===== config.mk =====
export PLATFORM = sky130hd
export DESIGN_NAME = icds_top
export DESIGN_NICKNAME = d
export VERILOG_FILES = /design/src/icds_pkg.sv /design/src/icds_sync2.sv /design/src/icds_top.sv
export VERILOG_INCLUDE_DIRS = /design/src
export SDC_FILE = /design/constraint.sdc
export NUM_CORES = 1
export LEC_CHECK = 0
export BUFFER_PORTS_ARGS = -buffer_cell sky130_fd_sc_hd__buf_2
export CAP_MARGIN = 10
export CORE_ASPECT_RATIO = 1.4
export CORE_MARGIN = 5
export CORE_UTILIZATION = 35
export DETAILED_ROUTE_END_ITERATION = 16
export SYNTH_ARGS = -nofsm -noshare
export SYNTH_HDL_FRONTEND = slang
export SYNTH_SLANG_ARGS = --single-unit

===== constraint.sdc =====
create_clock -name clk -period 6.1 [get_ports clk]
set_input_delay 0.305 -clock clk [delete_from_list [all_inputs] [get_ports clk]]
set_output_delay 0.305 -clock clk [all_outputs]
set_load 0.03 [all_outputs]

===== src/icds_cfg.svh =====
// constants of the input clock divider and alignment block
`ifndef ICDS_CFG_SVH
`define ICDS_CFG_SVH
`define ICDS_ADDR_W 10
`define ICDS_ALIGN_OFS 10'h109
`define ICDS_RATIO_OFS 10'h10b
`define ICDS_STAB_OFS 10'h10c
`define ICDS_STAT_OFS 10'h10d
`define ICDS_ALIGN_RST 8'h00
`define ICDS_RATIO_RST 8'h00
`define ICDS_STAB_RST 8'h01
`define ICDS_ALIGN_EN_BIT 0
`define ICDS_ALIGN_FIRST_BIT 1
`define ICDS_ALIGN_SYSREF_BIT 7
`define ICDS_CLK_NS 40
`define ICDS_RELOCK_NS 1500
`define ICDS_RELOCK_MAX_NS 5000
`endif


===== src/icds_pkg.sv =====
// types of the input clock divider and alignment block
package icds_pkg;
  typedef struct packed {
    logic sysref_sel;
    logic [4:0] rsv;
    logic first_only;
    logic sync_en;
  } icds_align_t;
  typedef struct packed {
    logic [3:0] rsv;
    logic locked;
    logic armed;
    logic conv_clk;
    logic stab_en;
  } icds_stat_t;
  typedef enum logic [1:0] {
    ICDS_SRC_PIN = 2'b01,
    ICDS_SRC_SYSREF = 2'b10
  } icds_src_t;
endpackage


===== src/icds_sync2.sv =====
// two-stage synchroniser bank with rising-edge pulses
`timescale 1ns/1ps
module icds_sync2 #(
  parameter int WIDTH = 2
) (
  input wire logic clk, // sample clock
  input wire logic rstn, // async reset, active low
  input wire logic [WIDTH-1:0] din, // asynchronous pins
  output logic [WIDTH-1:0] rise // one-cycle pulse per rising edge
);
  logic [WIDTH-1:0] meta_r;
  logic [WIDTH-1:0] sync_r;
  logic [WIDTH-1:0] last_r;
  always_ff @(posedge clk or negedge rstn) begin
    if (!rstn) begin
      meta_r <= '0;
      sync_r <= '0;
      last_r <= '0;
    end else begin
      meta_r <= din;
      sync_r <= meta_r;
      last_r <= sync_r;
    end
  end
  // edge taken after the second flop only
  assign rise = sync_r & ~last_r;
endmodule


===== src/icds_top.sv =====
// input clock divider with pin or system reference alignment and duty stabilizer
`timescale 1ns/1ps
`include "icds_cfg.svh"
module icds_top #(
  parameter int RATIO_MAX = 8
) (
  input wire logic clk, // input sample clock, 25 MHz
  input wire logic rstn, // async reset, active low
  input wire logic align_pin, // external alignment pin, asynchronous
  input wire logic sysref, // link system reference, asynchronous
  input wire logic reg_wr, // register write strobe
  input wire logic reg_rd, // register read strobe
  input wire logic [`ICDS_ADDR_W-1:0] reg_addr, // register offset
  input wire logic [7:0] reg_wdata, // write data
  output logic [7:0] reg_rdata, // read data, one cycle after reg_rd
  output logic conv_clk, // divided conversion clock
  output logic conv_tick, // one-cycle pulse at each conversion edge
  output logic align_done, // pulse when divider was realigned
  output logic stab_locked // stabilizer locked, registered
);
  // minimum wait rounded up to whole cycles; the upper bound only feeds a check
  localparam int RELOCK_CYC = (`ICDS_RELOCK_NS + `ICDS_CLK_NS - 1) / `ICDS_CLK_NS;
  localparam int RELOCK_MAX_CYC = `ICDS_RELOCK_MAX_NS / `ICDS_CLK_NS;
  localparam logic [7:0] RELOCK_LOAD = 8'(RELOCK_CYC);

  ////////////////////////////////////////////////////////////////////////////
  // registers
  icds_pkg::icds_align_t align_r;
  logic [2:0] ratio_m1_r;
  logic stab_en_r;
  logic armed_r;
  logic [7:0] rdata_r;
  logic [2:0] cnt_r;
  logic conv_clk_r;
  logic conv_tick_r;
  logic align_done_r;
  logic [7:0] relock_r;
  logic locked_r;

  wire wr_align = reg_wr && (reg_addr == `ICDS_ALIGN_OFS);
  wire wr_ratio = reg_wr && (reg_addr == `ICDS_RATIO_OFS);
  wire wr_stab = reg_wr && (reg_addr == `ICDS_STAB_OFS);
  wire rd_align = reg_addr == `ICDS_ALIGN_OFS;
  wire rd_ratio = reg_addr == `ICDS_RATIO_OFS;
  wire rd_stab = reg_addr == `ICDS_STAB_OFS;
  wire rd_stat = reg_addr == `ICDS_STAT_OFS;

  always_ff @(posedge clk or negedge rstn) begin
    if (!rstn) begin
      align_r <= `ICDS_ALIGN_RST;
      ratio_m1_r <= 3'(`ICDS_RATIO_RST);
      stab_en_r <= 1'(`ICDS_STAB_RST);
    end else begin
      if (wr_align) begin
        align_r <= reg_wdata;
      end
      if (wr_ratio) begin
        ratio_m1_r <= reg_wdata[2:0];
      end
      if (wr_stab) begin
        stab_en_r <= reg_wdata[0];
      end
    end
  end

  ////////////////////////////////////////////////////////////////////////////
  // alignment source and acceptance
  // both pins come from the board: two flops before the edge detect
  logic [1:0] pin_rise;
  icds_sync2 #(
    .WIDTH(2)
  ) u_sync (
    .clk(clk),
    .rstn(rstn),
    .din({sysref, align_pin}),
    .rise(pin_rise)
  );

  icds_pkg::icds_src_t src;
  assign src = align_r.sysref_sel ? icds_pkg::ICDS_SRC_SYSREF : icds_pkg::ICDS_SRC_PIN;
  // pin is ignored entirely while the system reference is selected
  wire align_evt = (src == icds_pkg::ICDS_SRC_SYSREF) ? pin_rise[1] : pin_rise[0];
  wire align_acc = align_evt && align_r.sync_en && (!align_r.first_only || armed_r);

  // a write in the same cycle as an accepted pulse re-arms: set wins
  wire armed_nxt = wr_align ? 1'b1 : (align_acc ? 1'b0 : armed_r);

  always_ff @(posedge clk or negedge rstn) begin
    if (!rstn) begin
      armed_r <= 1'b0;
    end else begin
      armed_r <= armed_nxt;
    end
  end

  ////////////////////////////////////////////////////////////////////////////
  // divider
  wire [2:0] cnt_wrap = (cnt_r >= ratio_m1_r) ? 3'h0 : cnt_r + 3'h1;
  wire [2:0] cnt_nxt = align_acc ? 3'h0 : cnt_wrap;
  wire [3:0] ratio = {1'b0, ratio_m1_r} + 4'h1;
  wire [3:0] half_hi = (ratio + 4'h1) >> 1;
  // stabilizer on: high for half the period, rounded up; off: follows a single input cycle
  wire clk_nxt = stab_en_r ? ({1'b0, cnt_nxt} < half_hi) : (cnt_nxt == 3'h0);

  always_ff @(posedge clk or negedge rstn) begin
    if (!rstn) begin
      cnt_r <= 3'h0;
      conv_clk_r <= 1'b0;
      conv_tick_r <= 1'b0;
      align_done_r <= 1'b0;
    end else begin
      cnt_r <= cnt_nxt;
      conv_clk_r <= clk_nxt;
      conv_tick_r <= (cnt_nxt == 3'h0);
      align_done_r <= align_acc;
    end
  end

  ////////////////////////////////////////////////////////////////////////////
  // stabilizer relock timer; software polls locked before trusting samples
  wire relock_start = wr_ratio || wr_stab;
  wire [7:0] relock_nxt = relock_start ? RELOCK_LOAD :
                          (relock_r != 8'h00) ? relock_r - 8'h01 : 8'h00;
  // flag registered from the next count so the pin leaves a flop in the same cycle
  always_ff @(posedge clk or negedge rstn) begin
    if (!rstn) begin
      relock_r <= 8'h00;
      locked_r <= 1'b1;
    end else begin
      relock_r <= relock_nxt;
      locked_r <= (relock_nxt == 8'h00);
    end
  end

  ////////////////////////////////////////////////////////////////////////////
  // read port, unmapped offsets read zero
  icds_pkg::icds_stat_t stat;
  assign stat = '{rsv: 4'h0, locked: locked_r, armed: armed_r,
                  conv_clk: conv_clk_r, stab_en: stab_en_r};
  wire [7:0] rd_mux = rd_align ? align_r :
                      rd_ratio ? {5'h00, ratio_m1_r} :
                      rd_stab ? {7'h00, stab_en_r} :
                      rd_stat ? stat : 8'h00;
  always_ff @(posedge clk or negedge rstn) begin
    if (!rstn) begin
      rdata_r <= 8'h00;
    end else if (reg_rd) begin
      rdata_r <= rd_mux;
    end
  end

  assign reg_rdata = rdata_r;
  assign conv_clk = conv_clk_r;
  assign conv_tick = conv_tick_r;
  assign align_done = align_done_r;
  assign stab_locked = locked_r;
endmodule


* After elaboration in Yosys (flattened, before gate mapping)
Index checks and enable logic that the tools add are counted.
** Cells by class
- $add $sub $neg :: 4
- Equality and inequality tests :: 5
- Muxes and demuxes :: 13
- Bitwise operators :: 2
- $lt $le $gt $ge :: 2
- Reduce and logical (&&, ||, !) cells :: 12
** Operators by type and width (count)
- 10-bit by 9-bit equality test with 1-bit output (second input constant) :: 4
- 8-bit 2-to-1 mux :: 3
- 4-bit 2-to-1 mux :: 3
- 8-bit zero test :: 1
- 8-bit nonzero test :: 1
- 8-bit by 1-bit subtractor with 8-bit output (second input constant) :: 1
- 3-bit 2-to-1 mux :: 2
- 1-bit logical AND :: 5
- 3-bit by 1-bit adder with 4-bit output (second input constant) :: 1
- 4-bit by 1-bit adder with 4-bit output (second input constant) :: 1
- 1-bit 2-to-1 mux :: 4
- 3-bit by 1-bit adder with 3-bit output (second input constant) :: 1
- 3-bit >= comparator :: 1
- 3-bit zero test :: 1
- 3-bit < comparator :: 1
- 2-bit bitwise AND :: 1
- 2-bit equality test (second input constant) :: 1
- 1-bit logical OR :: 2
- 2-bit 2-to-1 mux :: 1
- 2-bit inverter :: 1
- 2-bit nonzero test :: 1
- 1-bit zero test :: 1
** Storage, ports and cells
- Flip-flop bits (word level) :: 42
- Output and inout port bits :: 12
- Bits of input ports :: 24

* Depth between registers and ports, before layout
Gate-level depths: netlist of run 1.
- Word-level depth :: 8
- Gate-level depth with buffers :: 11
- Gate-level depth less buffers :: 11

* Hierarchy
From an unflattened synthesis of run 1, not the netlist that was laid out.
** Unflattened totals
- Cells, all modules :: 164
- Area, all modules :: 1968.1 sq um
** By module, submodules not included
- icds_top :: cells an instance 156, instances 1, area an instance 1790.5 sq um
- icds_sync2 :: cells an instance 8, instances 1, area an instance 177.7 sq um

* Worst setup path after synthesis of run 1
OpenSTA, ideal clock, no wires.
- Path kind :: register -> register
- Start point :: register cnt_r[0]
- End point :: register conv_clk_r, in the netlist conv_clk
- Clock period less this slack :: 2.007 ns
- Slack :: 4.093 ns
- Cell stages (with the launch flop) :: 12
- Arrival time :: 1.925 ns
- Cells stage by stage :: dfrtp_1 > inv_1 > ha_1 > nor2b_1 > o21ai_0 > nor2_1 > and2_1 > ha_1 > a21o_1 > a21oi_1 > nand2_1 > o22ai_1
** On the way
- Cells in the longest elaborated chain, start to end :: 5
** RTL lines
- start: declaration :: RTL line icds_top.sv:33 : logic [2:0] cnt_r;
- start signal: assignment :: RTL line icds_top.sv:112 : cnt_r <= cnt_nxt;
- 3-bit by 1-bit adder with 3-bit output / 3-bit >= comparator (equally long branches) :: RTL line icds_top.sv:98 : wire [2:0] cnt_wrap = (cnt_r >= ratio_m1_r) ? 3'h0 : cnt_r + 3'h1;
- 3-bit 2-to-1 mux (*) :: RTL line icds_top.sv:98
- 3-bit 2-to-1 mux (*) :: RTL line icds_top.sv:99 : wire [2:0] cnt_nxt = align_acc ? 3'h0 : cnt_wrap;
- net cnt_nxt[1] :: RTL line icds_top.sv:99
- 3-bit < comparator / 3-bit zero test (equally long branches) :: RTL line icds_top.sv:103 : wire clk_nxt = stab_en_r ? ({1'b0, cnt_nxt} < half_hi) : (cnt_nxt == 3'h0);
- 1-bit 2-to-1 mux (*) :: RTL line icds_top.sv:103
- net clk_nxt :: RTL line icds_top.sv:103
- end signal: assignment :: RTL line icds_top.sv:113 : conv_clk_r <= clk_nxt;
- end: declaration :: RTL line icds_top.sv:34 : logic conv_clk_r;
The timed path passes the listed nets; every way through them passes the cells marked *.
A chain may end at the register's enable or synchronous reset.

* Worst setup path after layout of run 1
Same ends and word-level chain as after synthesis.

==> results of run 1 <==
state kept, by name (all words and copies together), names as in the netlist:
name / count
cnt_r: 3
stab_en_r: 1
align_done: 1
conv_clk: 1
u_sync.sync_r: 2
armed_r: 1
ratio_m1_r: 3
u_sync.last_r: 2
relock_r: 8
stab_locked: 1
reg_rdata: 8
u_sync.meta_r: 2
conv_tick: 1
align_r: 8
final cells by class:
| class | instances | area, um2 |
|---|---|---|
| Clock inverter | 2 | 37.5 |
| Tap cell | 68 | 85.1 |
| Clock buffer | 6 | 72.6 |
| Fill cell | 536 | 3190 |
| Inverter | 12 | 45.0 |
| Multi-Input combinational cell | 119 | 906 |
| Sequential cell | 42 | 1050 |
| Timing Repair Buffer | 35 | 175 |
layer usage:
metal  vias up  GRT usage  share of wire
met3         7     0.0364          0.058
met2        36      0.184           0.47
met4         0     0.0460          0.017
met1       698      0.163           0.45
li1        705          -              -
met5         -          0              0
synthesized netlist by cell type, drive strengths merged (3+ instances only):
master / n
a21oi: 5
a22o: 4
dfrtp: 40
ha: 9
inv: 12
mux2: 12
mux2i: 5
nand2: 17
nor2: 11
nor2b: 6
nor3: 4
nor3b: 5
nor4: 3
o21ai: 5
xor2: 3
cells by family after synthesis:
logic type / Yosys count
AO/OA/AOI/OAI: 27
XOR/XNOR: 5
adder cells (fa/ha/maj): 9
buffers and inverters: 14
flip-flops: 42
multiplexers: 17
AND/OR/NAND/NOR: 61
how the worst min path moves through the flow:
stage	slack, ns	cells after the start	end
after global routing	0.09	1	u_sync.meta_r[1]$_DFF_PN0_
after detailed placement	0.34	0	u_sync.sync_r[0]$_DFF_PN0_
after global placement	0.33	0	u_sync.sync_r[0]$_DFF_PN0_
final	0.11	1	u_sync.meta_r[1]$_DFF_PN0_
after CTS	0.10	1	u_sync.meta_r[0]$_DFF_PN0_
after floorplan	0.009	0	align_done$_DFF_PN0_
worst max-delay path: cells and delay by family (launching register included):
family	cells	cell delay, ns
compound gates	4	0.76
fa+ha+maj	2	0.58
buf+inv	1	0.06
flops	1	0.42
simple gates	4	0.37
power breakdown:
group	switching (mW)	internal [mW]	total, mW	leakage, nW
sequential	0.0430	0.311	0.354	0.539
combinational	0.0721	0.0575	0.130	0.576
clock	0.0951	0.122	0.217	0.0514
stage by stage:
stage           util  hold slack [ns]  area, um2
2_1_floorplan      -          0.00941       2010
3_3_place_gp   0.407            0.331       2260
4_1_cts        0.427            0.102       2370
6_report       0.427            0.113       2370
5_1_grt        0.427           0.0931       2370
3_5_place_dp   0.407            0.336       2260
==> results.ini, run 1 <==
[power_and_ir_drop]
post-layout-total-power_mw=0.701
power_leakage_nw=1.17
pwr_cell_area_nw_per_um2=295
vdd.ir_drop.worst_mv=0.201

[synth]
syn_inst=175
yosys.area_share.simple=0.183
synthDominantAreaCellType=dfrtp_1
synth_area_in_compound_gates=0.0970
netlist.area_leader.share=0.497
mappedNetlistNets=208
most_frequently_used_flop_master_after_synthesis=dfrtp_1
ys_seq_elements=42
synth-edff-count=0
synth_cell_types=46
asyncSetResetFlopFracSynth=1.00
post_synth.cell_area_avg_um2=11.5
yosys.area_share.adder=0.0559
synth_top_family_by_area=simple AND/OR/NAND/NOR gates
yosys-mux-area-fraction=0.0920
yosys_warnings=0
synth_seq_area_share=0.523
synth-xor-area-share=0.0218
mappedNetlistArea_um2=2010
synth.top_cells.by_area=dfrtp_1, mux2_2, ha_1

[clock_tree]
cts_resized=0
cts_tree=built
cts_buffer_depth=2
latest_clock_arrival_within_the_worst_skew_pair_ns=0.29
clock-root-buffer=clkbuf_8
clock_sink_count=42
post_cts_buffers=0
htree_num_levels=2
cts-hold-fix-buffers=0
cts_buffers=5
cts.clk_slew.worst_paths_ns=0.08

[sta]
clock-skew-final_ns=0.00904
fmaxAchievable_ghz=0.439
worstMarginPinSlew_ns=0.928
timing_hold_violations_final=0
setup_violations=0
max-slew-margin-rel=0.382
postLayoutSetupSlackWorst_ns=3.82
final_min_period_over_clock_period=0.373
rsz_0062_raised_after_global_routing=no
timing.final.crit_period_ns=2.28
final.setup.tns_ns=0
final_max_slew_viol_count=0

[worst_setup_path]
cpPeakStageDelay_ns=0.42
timing.setup.critical_path_class=reg2reg
critPathSlowestCell=dfrtp_1
worst_ep_arrival_time_ns=2.50
critical_path.reg2reg.endpoint=conv_clk$_DFF_PN0_
critical_path.startpoint=cnt_r[0]$_DFF_PN0_
rrSetupSlack_ns=3.82
worst_setup_path_end_kind=register
r2r_start=cnt_r[0]$_DFF_PN0_
crit_required_ns=6.32
cp-start-kind=register
r2r_cells=11
crit_path_to=conv_clk$_DFF_PN0_
path_common_cell=ha_1
cp_cell_sequence=inv_1 > ha_1 > nor2b_1 > o21ai_0 > nor2_1 > and2_1 > ha_1 > a21o_1 > a21oi_1 > nand2_1 > o22ai_1
critPathMaxFanout=5

[place]
detailedPlace.worstSlack_ns=3.85
placed_cells_incl_taps=276
portBuffers=35
dpl.hpwl_um=3020
globalplace.congestion=0.809

[drt]
detailedRoute.firstIterationViolations=64
post_route_ant_nets=0
dr.pass1.iters=4
drcViolationCount=0
wl_per_cell_um=14.2
routed_wirelength_um=4050
detail_route.vias_per_cell=5.09
vias=1446

[min_path]
worst_hold_path_type=in2reg
hp-start=sysref

[status]
status=complete, no violations

[final_layout]
fin_nets=248
post_route_cells_drive_above_1_share=0.296
final_common_cell=dfrtp_1
insertedDiodeCount=0
most-common-layout-cells=dfrtp_1, buf_2, nand2_1
area_growth_pct=18.0
cell_count_final_fillers_out=284

[floorplanning]
die_w_um=74.1
io-pin-count=36
placementRows=32
core_um2=5570
initial_core_util=0.362
die-area_um2=7390
die_height_um=99.7

[global_route]
grt_first_pass_wirelength_um=7000
global_route.overflow_total=0
vias_in_the_first_global_route=1472
maximum_number_of_pins_on_one_net_before_global_route_repair=43
grt_usage=0.122
grt_antenna_before_repair=0

[flow_run]
timing.max_cap.violations=0

No activity file was read; power rests on OpenSTA's default activity.
==> run 2, diff against run 1 <==
- clock period: 6.1 -> 2.22 ns (I/O delays scaled with it)
==> run 2 against run 1 <==
Flip-flop and latch count unchanged. Worst setup slack got worse by 3.7 ns. Final cell count increased by 3.2%. Routed wire length increased by 3.3%. Highest routed layer unchanged. Count of clock-buffer cells in the layout unchanged. Final area increased by 4.3%. Non-clock buffer count increased by 9.
==> results.ini, run 2 (synthesis gave the netlist of run 1 again) <==
[status]
status=complete, no violations

[worst_setup_path]
r2r_cells=10  ; -1
cp-start-kind=register
timing.setup.critical_path_class=reg2reg
cpPeakStageDelay_ns=0.35  ; -0.07 ns
r2r_start=ratio_m1_r[2]$_DFFE_PN0P_
crit_required_ns=2.44  ; -3.88 ns
critical_path.startpoint=ratio_m1_r[2]$_DFFE_PN0P_
cp_cell_sequence=inv_1 > ha_1 > a21oi_1 > o21ai_2 > or2_2 > nor2_1 > ha_1 > a21oi_1 > nand2_1 > o22ai_1
worst_ep_arrival_time_ns=2.28  ; -0.22 ns
critPathMaxFanout=3  ; -2
worst_setup_path_end_kind=register
critPathSlowestCell=dfrtp_1

[clock_tree]
latest_clock_arrival_within_the_worst_skew_pair_ns=0.29  ; about the same
clock-root-buffer=clkbuf_8
cts_tree=built
cts.clk_slew.worst_paths_ns=0.09  ; about the same
cts_buffer_depth=2  ; unchanged
post_cts_buffers=0  ; unchanged
cts_buffers=5  ; unchanged
clock_sink_count=42  ; unchanged
htree_num_levels=2  ; unchanged

[final_layout]
fin_nets=257  ; +3.6%
post_route_cells_drive_above_1_share=0.329  ; +0.0326
insertedDiodeCount=0  ; unchanged
most-common-layout-cells=dfrtp_1, buf_2, nand2_1
final_common_cell=dfrtp_1
area_growth_pct=23.0

[global_route]
grt_usage=0.128  ; +0.00624
vias_in_the_first_global_route=1557  ; +5.8%
global_route.overflow_total=0  ; unchanged
maximum_number_of_pins_on_one_net_before_global_route_repair=43  ; unchanged
grt_antenna_before_repair=0  ; unchanged
grt_first_pass_wirelength_um=7400  ; +5.7%

[floorplanning]
die-area_um2=7390  ; unchanged
initial_core_util=0.362  ; unchanged
placementRows=32  ; unchanged
die_w_um=74.1  ; unchanged
io-pin-count=36  ; unchanged
die_height_um=99.7  ; unchanged
core_um2=5570  ; unchanged

[power_and_ir_drop]
vdd.ir_drop.worst_mv=0.455  ; +130%
pwr_cell_area_nw_per_um2=780  ; +160%
power_leakage_nw=1.22  ; +4.4%

[sta]
rsz_0062_raised_after_global_routing=no
fmaxAchievable_ghz=0.486  ; +11%
timing.final.crit_period_ns=2.06  ; -0.219 ns
worstMarginPinSlew_ns=0.530  ; -0.398 ns
postLayoutSetupSlackWorst_ns=0.162  ; -3.66 ns
timing_hold_violations_final=0  ; unchanged
setup_violations=0  ; unchanged
final.setup.tns_ns=0  ; unchanged
max-slew-margin-rel=0.644  ; +0.262
final_max_slew_viol_count=0  ; unchanged
final_min_period_over_clock_period=0.927  ; +0.554
clock-skew-final_ns=0.00909  ; +0.0000549 ns

[place]
dpl.hpwl_um=3080  ; +1.9%
globalplace.congestion=0.831  ; +2.7%
portBuffers=35  ; unchanged
detailedPlace.worstSlack_ns=0.0821  ; -3.77 ns

[drt]
post_route_ant_nets=0  ; unchanged
detailedRoute.firstIterationViolations=25  ; -61%
dr.pass1.iters=4  ; unchanged
wl_per_cell_um=14.3  ; +0.11%
detail_route.vias_per_cell=5.06  ; -0.66%
vias=1482  ; +2.5%
routed_wirelength_um=4180  ; +3.3%
drcViolationCount=0  ; unchanged

[min_path]
worst_hold_path_type=in2reg
hp-start=reg_wdata[7]
hold_depth=2  ; +1

[flow_run]
timing.max_cap.violations=0  ; unchanged

-- run 2: cell types whose count changed in the layout (fill, tap and decap cells not counted), sizes merged --
cell,before,now
buf,35,41
dlygate4sd3,0,3
-- run 2: layer usage --
metal  up-vias  track usage  wire length [um]  part of all wire
li1        722            -                 -                 -
met1       712        0.165              1890              0.45
met2        40        0.199              1990              0.48
met3         8       0.0364               192             0.046
met4         0       0.0530               104             0.025
met5         -            0                 0                 0
-- run 2: path summary, 6_finish.rpt --
path                            slack, ns                         end
worst max-delay path                 0.16          conv_clk$_DFF_PN0_
worst min-delay path                 0.04      align_r[7]$_DFFE_PN0P_
worst max register to register       0.16          conv_clk$_DFF_PN0_
worst min register to register       0.35  u_sync.sync_r[0]$_DFF_PN0_
max in group asynchronous            1.43       stab_locked$_DFF_PN1_
min in group asynchronous            0.41       relock_r[1]$_DFF_PN0_
-- run 2: report_power, final --
group / internal, mW / switching (mW)
registers: 0.854 / 0.112
logic: 0.165 / 0.195
clock network: 0.336 / 0.268
total: 1.36 / 0.576
-- run 2: what timing repair did --
action	in CTS	in global routing
resized for setup	0	6
hold buffers	3	0
hold endpoints to repair	42	0
setup endpoints to repair	0	1
-- run 2: through the flow --
step	instances	hold slack (ns)	util	power (mW)	area (um2)
after floorplan	175	-0.185	-	1.22	2010
after global placement	282	0.214	0.415	1.34	2310
after detailed placement	282	0.215	0.415	1.34	2310
after CTS	293	0.0367	0.440	1.95	2450
after global routing	293	0.0371	0.445	2.05	2480
final	293	0.0416	0.445	1.93	2480
-- run 2: final cells by class --
type                            count  area (um2)
Timing Repair Buffer               44         250
Fill cell                         522        3090
Clock buffer                        6        72.6
Clock inverter                      2        37.5
Tap cell                           68        85.1
Inverter                           12        45.0
Multi-Input combinational cell    119         932
Sequential cell                    42        1050
-- run 2: critical path: cells and delay by family (launching register included) --
family	cells	cell delay, ns
AOI/OAI and AO/OA	4	0.48
adders and majority gates	2	0.58
buffers and inverters	1	0.05
DFF	1	0.35
and+or+nand+nor	3	0.53
